==> config.mk <==
export PLATFORM = sky130hd
export DESIGN_NAME = ext_table_write_wait_ctrl
export DESIGN_NICKNAME = d
export VERILOG_FILES = /design/src/verilog/ext_tbl_pkg.sv /design/src/verilog/ext_tbl_lane_fmt.sv /design/src/verilog/ext_table_write_wait_ctrl.sv
export SDC_FILE = /design/constraint.sdc
export NUM_CORES = 1
export LEC_CHECK = 0
export BUFFER_PORTS_ARGS = -buffer_cell sky130_fd_sc_hd__buf_2
export CAP_MARGIN = 20
export CORE_AREA = 2 2 120 134
export DETAILED_ROUTE_END_ITERATION = 16
export DIE_AREA = 0 0 122 136
export PLACE_DENSITY = 0.8
export REMOVE_ABC_BUFFERS = 1
export SYNTH_ARGS = -nofsm -noshare
export SYNTH_HDL_FRONTEND = slang
export SYNTH_SLANG_ARGS = --single-unit
==> constraint.sdc <==
create_clock -name core_clk_i -period 3.3 [get_ports core_clk_i]
set_clock_uncertainty 0.05 [all_clocks]
set_input_delay 0.165 -clock core_clk_i [delete_from_list [all_inputs] [get_ports core_clk_i]]
set_output_delay 0.165 -clock core_clk_i [all_outputs]
set_load 0.05 [all_outputs]
==> src/verilog/ext_tbl_pkg.sv <==
// Constants and types shared by the table write and wait controller.
// Assumes a single 250 MHz core clock; one instruction cycle is four clocks.
package ext_tbl_pkg;

    // ****************************************************************
    // Register byte offsets on the Avalon-MM slave
    // ****************************************************************
    localparam logic [4:0] OFS_MEM_CTRL = 5'h00;
    localparam logic [4:0] OFS_LATCH    = 5'h04;
    localparam logic [4:0] OFS_POINTER  = 5'h08;
    localparam logic [4:0] OFS_COMMAND  = 5'h0C;
    localparam logic [4:0] OFS_STATUS   = 5'h10;

    // ****************************************************************
    // Memory control fields and reset values
    // ****************************************************************
    localparam int         MC_MODE_LSB  = 0;
    localparam int         MC_WAIT_LSB  = 4;
    localparam int         MC_BUS8_BIT  = 7;
    localparam logic [1:0] MODE_WORD    = 2'h0;
    localparam logic [1:0] MODE_BSEL    = 2'h1;
    localparam logic [1:0] MODE_BYTE    = 2'h2;
    localparam logic [1:0] RST_MODE     = 2'h0;
    localparam logic [1:0] RST_WAIT     = 2'h3;

    // ****************************************************************
    // Command fields
    // ****************************************************************
    localparam int         CMD_WRITE_BIT = 0;
    localparam int         CMD_READ_BIT  = 1;
    localparam int         CMD_UPD_LSB   = 2;
    localparam logic [1:0] UPD_NONE      = 2'h0;
    localparam logic [1:0] UPD_POST_INC  = 2'h1;
    localparam logic [1:0] UPD_POST_DEC  = 2'h2;
    localparam logic [1:0] UPD_PRE_INC   = 2'h3;

    // ****************************************************************
    // Timing
    // ****************************************************************
    localparam logic [1:0] PH_Q1        = 2'h0;
    localparam logic [1:0] PH_Q2        = 2'h1;
    localparam logic [1:0] PH_Q3        = 2'h2;
    localparam logic [1:0] PH_Q4        = 2'h3;
    localparam int         TCY_NS       = 16;
    localparam int         CLK_NS       = 4;
    localparam int         CLK_PER_TCY  = TCY_NS / CLK_NS;

    typedef enum logic [1:0] {
        st_idle,
        st_opcode,
        st_data,
        st_fetch
    } state_t;

endpackage

==> src/verilog/ext_tbl_lane_fmt.sv <==
// Byte lane and strobe formatter for one external table write.
// Pure combinational; the caller registers every result before the pins.
`timescale 1ns/10ps
`default_nettype none

module ext_tbl_lane_fmt (
    input  wire logic [1:0]  write_mode_field_i,
    input  wire logic        bus8_i,
    input  wire logic        ptr_lsb_i,
    input  wire logic [7:0]  table_latch_i,
    input  wire logic [7:0]  holding_i,
    output logic      [15:0] data_o,
    output logic             drive_o,
    output logic             write_high_strobe_o,
    output logic             write_low_strobe_o,
    output logic             upper_byte_select_o,
    output logic             lower_byte_select_o,
    output logic             capture_o
);

    always_comb begin
        data_o              = {table_latch_i, table_latch_i};
        drive_o             = 1'b1;
        write_high_strobe_o = 1'b0;
        write_low_strobe_o  = 1'b0;
        upper_byte_select_o = 1'b1;
        lower_byte_select_o = 1'b1;
        capture_o           = 1'b0;
        if (bus8_i) begin
            data_o             = {8'h00, table_latch_i};
            write_low_strobe_o = 1'b1;
        end else begin
            unique case (write_mode_field_i)
                ext_tbl_pkg::MODE_WORD: begin
                    if (!ptr_lsb_i) begin
                        // Even half only parks the byte; bus floats
                        drive_o   = 1'b0;
                        capture_o = 1'b1;
                    end else begin
                        data_o              = {table_latch_i, holding_i};
                        write_high_strobe_o = 1'b1;
                    end
                end
                ext_tbl_pkg::MODE_BSEL: begin
                    write_high_strobe_o = 1'b1;
                    upper_byte_select_o = ptr_lsb_i;
                    lower_byte_select_o = !ptr_lsb_i;
                end
                default: begin
                    // Byte write: both lanes carry the byte
                    write_high_strobe_o = ptr_lsb_i;
                    write_low_strobe_o  = !ptr_lsb_i;
                    upper_byte_select_o = ptr_lsb_i;
                    lower_byte_select_o = !ptr_lsb_i;
                end
            endcase
        end
    end

endmodule // ext_tbl_lane_fmt

`default_nettype wire

==> src/verilog/ext_table_write_wait_ctrl.sv <==
// External memory bus controller for byte-wide table reads and writes,
// with programmable wait cycles. Assumes a synchronous 250 MHz clock and
// an Avalon-MM master for the registers; fetch requests come from a core.
//
// Design decisions made here: the Avalon-MM slave port and the address map.
`timescale 1ns/10ps
`default_nettype none

module ext_table_write_wait_ctrl (
    input  wire logic        core_clk_i,
    input  wire logic        rst_n_i,
    // Avalon-MM slave
    input  wire logic [4:0]  avs_address_i,
    input  wire logic        avs_read_i,
    input  wire logic        avs_write_i,
    input  wire logic [31:0] avs_writedata_i,
    input  wire logic [3:0]  avs_byteenable_i,
    output logic      [31:0] avs_readdata_o,
    output logic             avs_waitrequest_o,
    // Instruction fetch port
    input  wire logic        fetch_req_i,
    input  wire logic [20:0] fetch_addr_i,
    output logic             fetch_ack_o,
    output logic      [15:0] fetch_data_o,
    // External multiplexed bus
    input  wire logic [15:0] ad_i,
    output logic      [15:0] ad_o,
    output logic             ad_oe_o,
    output logic      [4:0]  addr_upper_o,
    output logic             ale_o,
    output logic             oe_n_o,
    output logic             write_high_strobe_n_o,
    output logic             write_low_strobe_n_o,
    output logic             upper_byte_select_n_o,
    output logic             lower_byte_select_n_o,
    output logic             byte_address_bit_o
);

    // ****************************************************************
    // State
    // ****************************************************************
    ext_tbl_pkg::state_t state, next_state;
    logic [1:0]  phase, next_phase;
    logic [3:0]  wait_cnt, next_wait_cnt;
    logic        op_write, next_op_write;
    logic [7:0]  memory_control_reg, next_memory_control_reg;
    logic [7:0]  table_latch, next_table_latch;
    logic [20:0] table_pointer, next_table_pointer;
    logic [1:0]  upd_mode, next_upd_mode;
    logic [7:0]  holding, next_holding;
    logic [20:0] fetch_addr, next_fetch_addr;
    logic        rd_done, next_rd_done;
    logic [31:0] rdata, next_rdata;
    logic        fetch_ack, next_fetch_ack;
    logic [15:0] fetch_data, next_fetch_data;
    logic [15:0] pin_ad, next_pin_ad;
    logic        pin_ad_oe, next_pin_ad_oe;
    logic [4:0]  pin_upper, next_pin_upper;
    logic        pin_ale, next_pin_ale;
    logic        pin_oe_n, next_pin_oe_n;
    logic        pin_wrh_n, next_pin_wrh_n;
    logic        pin_wrl_n, next_pin_wrl_n;
    logic        pin_ub_n, next_pin_ub_n;
    logic        pin_lb_n, next_pin_lb_n;
    logic        pin_ba0, next_pin_ba0;

    logic [1:0]  write_mode_field;
    logic [1:0]  wait_field;
    logic        bus8;
    logic        busy;
    logic        wr_hit;
    logic [15:0] fmt_data;
    logic        fmt_drive;
    logic        fmt_wrh;
    logic        fmt_wrl;
    logic        fmt_ub;
    logic        fmt_lb;
    logic        fmt_capture;

    assign write_mode_field = memory_control_reg[ext_tbl_pkg::MC_MODE_LSB +: 2];
    assign wait_field       = memory_control_reg[ext_tbl_pkg::MC_WAIT_LSB +: 2];
    assign bus8             = memory_control_reg[ext_tbl_pkg::MC_BUS8_BIT];
    assign busy             = (state != ext_tbl_pkg::st_idle);

    // Pointer step shared by pre and post updates
    function automatic logic [20:0] ptr_step(input logic [20:0] p, input logic [1:0] m);
        logic [20:0] r;
        r = p;
        if (m == ext_tbl_pkg::UPD_POST_INC || m == ext_tbl_pkg::UPD_PRE_INC) begin
            r = p + 21'h000001;
        end else if (m == ext_tbl_pkg::UPD_POST_DEC) begin
            r = p - 21'h000001;
        end
        return r;
    endfunction

    ext_tbl_lane_fmt u_fmt (
        .write_mode_field_i  (write_mode_field),
        .bus8_i              (bus8),
        .ptr_lsb_i           (table_pointer[0]),
        .table_latch_i       (table_latch),
        .holding_i           (holding),
        .data_o              (fmt_data),
        .drive_o             (fmt_drive),
        .write_high_strobe_o (fmt_wrh),
        .write_low_strobe_o  (fmt_wrl),
        .upper_byte_select_o (fmt_ub),
        .lower_byte_select_o (fmt_lb),
        .capture_o           (fmt_capture)
    );

    // ****************************************************************
    // Register slave
    // ****************************************************************
    // Writes stall while a bus cycle runs so pointer and latch stay stable
    assign wr_hit            = avs_write_i && !busy;
    assign avs_waitrequest_o = (avs_write_i && busy) || (avs_read_i && !rd_done);
    assign avs_readdata_o    = rdata;

    always_comb begin
        next_rd_done = avs_read_i && !rd_done;
        next_rdata   = rdata;
        if (avs_read_i && !rd_done) begin
            unique case (avs_address_i)
                ext_tbl_pkg::OFS_MEM_CTRL: next_rdata = {24'h000000, memory_control_reg};
                ext_tbl_pkg::OFS_LATCH:    next_rdata = {24'h000000, table_latch};
                ext_tbl_pkg::OFS_POINTER:  next_rdata = {11'h000, table_pointer};
                ext_tbl_pkg::OFS_STATUS:   next_rdata = {16'h0000, holding, 7'h00, busy};
                default:                   next_rdata = 32'h00000000;
            endcase
        end
    end

    // ****************************************************************
    // Sequencer
    // ****************************************************************
    always_comb begin
        next_state              = state;
        next_phase              = phase + 2'h1;
        next_wait_cnt           = wait_cnt;
        next_op_write           = op_write;
        next_memory_control_reg = memory_control_reg;
        next_table_latch        = table_latch;
        next_table_pointer      = table_pointer;
        next_upd_mode           = upd_mode;
        next_holding            = holding;
        next_fetch_addr         = fetch_addr;
        next_fetch_ack          = 1'b0;
        next_fetch_data         = fetch_data;

        if (wr_hit && avs_byteenable_i[0]) begin
            unique case (avs_address_i)
                ext_tbl_pkg::OFS_MEM_CTRL: next_memory_control_reg = avs_writedata_i[7:0];
                ext_tbl_pkg::OFS_LATCH:    next_table_latch = avs_writedata_i[7:0];
                ext_tbl_pkg::OFS_POINTER:  next_table_pointer[7:0] = avs_writedata_i[7:0];
                default: ;
            endcase
        end
        if (wr_hit && avs_address_i == ext_tbl_pkg::OFS_POINTER) begin
            if (avs_byteenable_i[1]) begin
                next_table_pointer[15:8] = avs_writedata_i[15:8];
            end
            if (avs_byteenable_i[2]) begin
                next_table_pointer[20:16] = avs_writedata_i[20:16];
            end
        end

        unique case (state)
            ext_tbl_pkg::st_idle: begin
                next_phase = ext_tbl_pkg::PH_Q1;
                if (wr_hit && avs_byteenable_i[0] && avs_address_i == ext_tbl_pkg::OFS_COMMAND
                    && (avs_writedata_i[ext_tbl_pkg::CMD_WRITE_BIT]
                        || avs_writedata_i[ext_tbl_pkg::CMD_READ_BIT])) begin
                    // A write command wins if both bits are set
                    next_state    = ext_tbl_pkg::st_opcode;
                    next_op_write = avs_writedata_i[ext_tbl_pkg::CMD_WRITE_BIT];
                    next_upd_mode = avs_writedata_i[ext_tbl_pkg::CMD_UPD_LSB +: 2];
                    if (avs_writedata_i[ext_tbl_pkg::CMD_UPD_LSB +: 2]
                        == ext_tbl_pkg::UPD_PRE_INC) begin
                        next_table_pointer = ptr_step(table_pointer, ext_tbl_pkg::UPD_PRE_INC);
                    end
                end else if (fetch_req_i && !fetch_ack) begin
                    // A request still held in its ack cycle is the one just served
                    next_state      = ext_tbl_pkg::st_fetch;
                    next_fetch_addr = fetch_addr_i;
                end
            end
            ext_tbl_pkg::st_opcode: begin
                // First instruction cycle of the table access has no bus work
                if (phase == ext_tbl_pkg::PH_Q4) begin
                    next_state = ext_tbl_pkg::st_data;
                end
            end
            ext_tbl_pkg::st_data: begin
                if (phase == ext_tbl_pkg::PH_Q3) begin
                    next_wait_cnt = 4'(wait_field * ext_tbl_pkg::CLK_PER_TCY);
                end else if (phase == ext_tbl_pkg::PH_Q4) begin
                    if (wait_cnt != 4'h0) begin
                        next_wait_cnt = wait_cnt - 4'h1;
                        next_phase    = phase;
                    end else begin
                        next_state = ext_tbl_pkg::st_idle;
                        // Single byte per access; no multi-word program sequence
                        if (op_write && fmt_capture) begin
                            next_holding = table_latch;
                        end
                        if (!op_write) begin
                            next_table_latch = (bus8 || !table_pointer[0]) ? ad_i[7:0]
                                                                           : ad_i[15:8];
                        end
                        if (upd_mode != ext_tbl_pkg::UPD_PRE_INC) begin
                            next_table_pointer = ptr_step(table_pointer, upd_mode);
                        end
                    end
                end
            end
            ext_tbl_pkg::st_fetch: begin
                // Fetches never stretch, whatever the wait field holds
                if (phase == ext_tbl_pkg::PH_Q4) begin
                    next_state      = ext_tbl_pkg::st_idle;
                    next_fetch_ack  = 1'b1;
                    next_fetch_data = ad_i;
                end
            end
        endcase
    end

    // ****************************************************************
    // Pin drive, one clock behind the sequencer
    // ****************************************************************
    always_comb begin
        logic [20:0] a;
        logic        active;
        a              = (state == ext_tbl_pkg::st_fetch) ? fetch_addr : table_pointer;
        active         = (state == ext_tbl_pkg::st_data) || (state == ext_tbl_pkg::st_fetch);
        next_pin_ad    = pin_ad;
        next_pin_ad_oe = 1'b0;
        next_pin_upper = a[20:16];
        next_pin_ale   = 1'b0;
        next_pin_oe_n  = 1'b1;
        next_pin_wrh_n = 1'b1;
        next_pin_wrl_n = 1'b1;
        next_pin_ub_n  = 1'b1;
        next_pin_lb_n  = 1'b1;
        next_pin_ba0   = a[0];
        if (active && phase == ext_tbl_pkg::PH_Q1) begin
            next_pin_ad    = a[15:0];
            next_pin_ad_oe = 1'b1;
            next_pin_ale   = 1'b1;
        end else if (active && op_write && state == ext_tbl_pkg::st_data) begin
            next_pin_ad    = fmt_data;
            next_pin_ad_oe = fmt_drive;
            next_pin_ub_n  = !fmt_ub;
            next_pin_lb_n  = !fmt_lb;
            next_pin_oe_n  = 1'b1;
            if (phase == ext_tbl_pkg::PH_Q3 || phase == ext_tbl_pkg::PH_Q4) begin
                next_pin_wrh_n = !fmt_wrh;
                next_pin_wrl_n = !fmt_wrl;
            end
        end else if (active) begin
            next_pin_ub_n = 1'b0;
            next_pin_lb_n = 1'b0;
            if (phase == ext_tbl_pkg::PH_Q3 || phase == ext_tbl_pkg::PH_Q4) begin
                next_pin_oe_n = 1'b0;
            end
        end
    end

    always_ff @(posedge core_clk_i) begin
        if (!rst_n_i) begin
            state              <= ext_tbl_pkg::st_idle;
            phase              <= ext_tbl_pkg::PH_Q1;
            wait_cnt           <= 4'h0;
            op_write           <= 1'b0;
            memory_control_reg <= 8'h00 | ({6'h00, ext_tbl_pkg::RST_WAIT} << ext_tbl_pkg::MC_WAIT_LSB)
                                        | {6'h00, ext_tbl_pkg::RST_MODE};
            table_latch        <= 8'h00;
            table_pointer      <= 21'h000000;
            upd_mode           <= ext_tbl_pkg::UPD_NONE;
            holding            <= 8'h00;
            fetch_addr         <= 21'h000000;
            rd_done            <= 1'b0;
            rdata              <= 32'h00000000;
            fetch_ack          <= 1'b0;
            fetch_data         <= 16'h0000;
            pin_ad             <= 16'h0000;
            pin_ad_oe          <= 1'b0;
            pin_upper          <= 5'h00;
            pin_ale            <= 1'b0;
            pin_oe_n           <= 1'b1;
            pin_wrh_n          <= 1'b1;
            pin_wrl_n          <= 1'b1;
            pin_ub_n           <= 1'b1;
            pin_lb_n           <= 1'b1;
            pin_ba0            <= 1'b0;
        end else begin
            state              <= next_state;
            phase              <= next_phase;
            wait_cnt           <= next_wait_cnt;
            op_write           <= next_op_write;
            memory_control_reg <= next_memory_control_reg;
            table_latch        <= next_table_latch;
            table_pointer      <= next_table_pointer;
            upd_mode           <= next_upd_mode;
            holding            <= next_holding;
            fetch_addr         <= next_fetch_addr;
            rd_done            <= next_rd_done;
            rdata              <= next_rdata;
            fetch_ack          <= next_fetch_ack;
            fetch_data         <= next_fetch_data;
            pin_ad             <= next_pin_ad;
            pin_ad_oe          <= next_pin_ad_oe;
            pin_upper          <= next_pin_upper;
            pin_ale            <= next_pin_ale;
            pin_oe_n           <= next_pin_oe_n;
            pin_wrh_n          <= next_pin_wrh_n;
            pin_wrl_n          <= next_pin_wrl_n;
            pin_ub_n           <= next_pin_ub_n;
            pin_lb_n           <= next_pin_lb_n;
            pin_ba0            <= next_pin_ba0;
        end
    end

    assign fetch_ack_o           = fetch_ack;
    assign fetch_data_o          = fetch_data;
    assign ad_o                  = pin_ad;
    assign ad_oe_o               = pin_ad_oe;
    assign addr_upper_o          = pin_upper;
    assign ale_o                 = pin_ale;
    assign oe_n_o                = pin_oe_n;
    assign write_high_strobe_n_o = pin_wrh_n;
    assign write_low_strobe_n_o  = pin_wrl_n;
    assign upper_byte_select_n_o = pin_ub_n;
    assign lower_byte_select_n_o = pin_lb_n;
    assign byte_address_bit_o    = pin_ba0;

endmodule // ext_table_write_wait_ctrl

`default_nettype wire

==> metrics.txt <==
post-synthesis async set-or-reset flop share=0%; Inst Count DP=1329; Post CTS Setup Buffer Count=0; Startpoint Class=register; CTS resizes=0; diode count=0; Main synth FF type=dfxtp_1; top-count cell post-synth=nand2_1; Slew Limit Fails=0; share of layout cells above drive strength 1=18.7%; largest net degree at the start of global routing=98; Layout Nets=1276; CTS clk-pin slew, worst paths=60 ps; grt met1 use=39.8%; Cell variety after synth=75; Port-buffer cells=138; antenna violations before repair=0; # hold bufs at CTS=39; row count=48; H-tree levels=4; Area Growth Syn to Fin=21.2%; Vias/cell=6.25; vias in the first global route=8214; DR iter-0 viols=891; Hold Fails Final Rpt=0; MaxCap Viol Count=0; fin util=66.5%; TritonCTS buffer count=17; Syn Inst Count=1047; number of vias in the routed layout=8752; Final Cycle Share=88.3%; CTS sink count=145; Global Route Usage Sum=32.5%; initial core utilization=54.8%; Die X=122 um; Die ar.=16600 um2; sequential-to-total area share from yosys stat=34.6%; Synth area leader=dfxtp_1; synthesized area=8390 um2; routability congestion estimate=0.954; Layout Cells excl Fill=1400; GRT met2 Usage=52.9%; Hold Crit Class=in2reg; kind of critical path=reg2reg; Setup TNS=0 ps; synthesized flop and latch total=145; met3 usage in global routing=6.96%; Post-synth EDFFs=0; Slew headroom=26.5%; leak pwr=4.29 nW; status=finished, final reports clean; GRT Max-Usage Layer=met2; antenna-violating nets left=0; top cell type's share of synthesized area=34.6%; CP Capture Type=register; PD cells=463 nW/um2; CP Data Required Time=3580 ps; global-route wire length before repair=42300 um; VDD IR max=0.000373 V; Clock Path Buffers=2; Die Y=136 um; DRT Pass-1 Iters=8; ranking of synthesized cells by area=dfxtp_1, nand2_1, mux2i_1; CTS tree=done; Worst Tran Pin Value=1100 ps; Post-route DRC=0; crit-path max FO=21; grt total ovfl=0; core footprint=15300 um2; worst skew pair latency=430 ps; Detailed Place HPWL=18400 um; most instantiated cells after synthesis=nand2_1, dfxtp_1, clkbuf_1, mux2i_1, o21ai_0; crit path DAT=3200 ps; RSZ-0062 raised after global routing=false; Routed wire per std cell=19.2 um; final instance area=10200 um2; mean post-synth cell area=8.02 um2; drt total wl=26900 um; Top Ports=162; Root Buffer=clkbuf_16; Synthesis Warnings=0; placed cell areas=9190 um2; fmax=0.343 GHz; final setup vio count=0; fin crit period=2920 ps
-- layout by cell type (no fill, tap or decap), types with 12 or more instances in the layout --
cell type,count
a21boi_0,43
dfxtp_1,145
mux2i_1,58
nand3_1,39
dlygate4sd3_1,39
nand2b_1,13
nor2b_1,26
nand2_1,172
nor3_1,20
o211a_1,16
nor2_1,40
nand4_1,14
and2_1,22
a21oi_1,45
a21boi_1,12
o211ai_1,17
o21ai_0,47
inv_1,14
buf_4,31
and3_1,18
buf_2,137
clkbuf_16,17
-- worst paths after layout --
kind                             from                end  slack (ps)  cells after the start
setup / recovery             state[1]      fetch_addr[8]         380                      5
hold / removal    avs_writedata_i[11]  table_pointer[11]          20                      3
setup reg to reg             state[1]      fetch_addr[8]         380                      5
hold reg to reg         fetch_addr[2]      fetch_addr[2]         400                      2
-- final cells by class --
type                       instances  area [um2]
tap                              200         250
clock buffer                      18         439
sequential                       145        2900
clock inverter                    14         154
timing repair buffer             208        1330
multi-input combinational        800        5050
inverter                          15        56.3
fill                            1225        5140
-- logic make-up (layout without fill, tap and decap cells) --
logic type      Yosys count  count (layout)  share of synthesized area, %
compound gates          271             271                          23.0
xor+xnor                 15              15                          1.56
fa+ha+maj                 6               6                         0.894
buf+inv                 112             255                          5.75
flops                   145             145                          34.6
mux                      61              61                          7.32
other cells               1              11                        0.0447
simple gates            436             436                          26.9
-- critical path, stage by stage (launching register included) --
cell	delay (ps)
dfxtp_1	680
nand4bb_1	460
or3_1	370
and3_1	820
nand2_1	160
a21boi_0	260
-- where the power goes --
part / internal (mW) / switching, mW / leakage (nW)
sequential: 1.82 / 0.0616 / 1.18
combinational: 0.309 / 0.563 / 2.84
clock: 1.14 / 0.815 / 0.284
total: 3.27 / 1.44 / 4.29
-- layer usage --
| metal | routed length (um) | vias up | share of wire, % |
|---|---|---|---|
| met5 | 0 | - | 0 |
| met4 | 1470 | 0 | 5.5 |
| met3 | 2490 | 129 | 9.3 |
| met2 | 12700 | 521 | 47 |
| met1 | 10200 | 4053 | 38 |
| li1 | - | 4049 | - |
-- metrics by stage --
step	power (mW)	setup WS, ps	hold slack (ps)
after detailed placement	2.74	576	362
after global routing	4.88	235	29.9
after CTS	4.71	531	9.50
after global placement	2.73	642	355
final	4.71	385	16.7
after floorplan	2.45	605	177
Note: power is estimated with default switching activity, not from simulation.
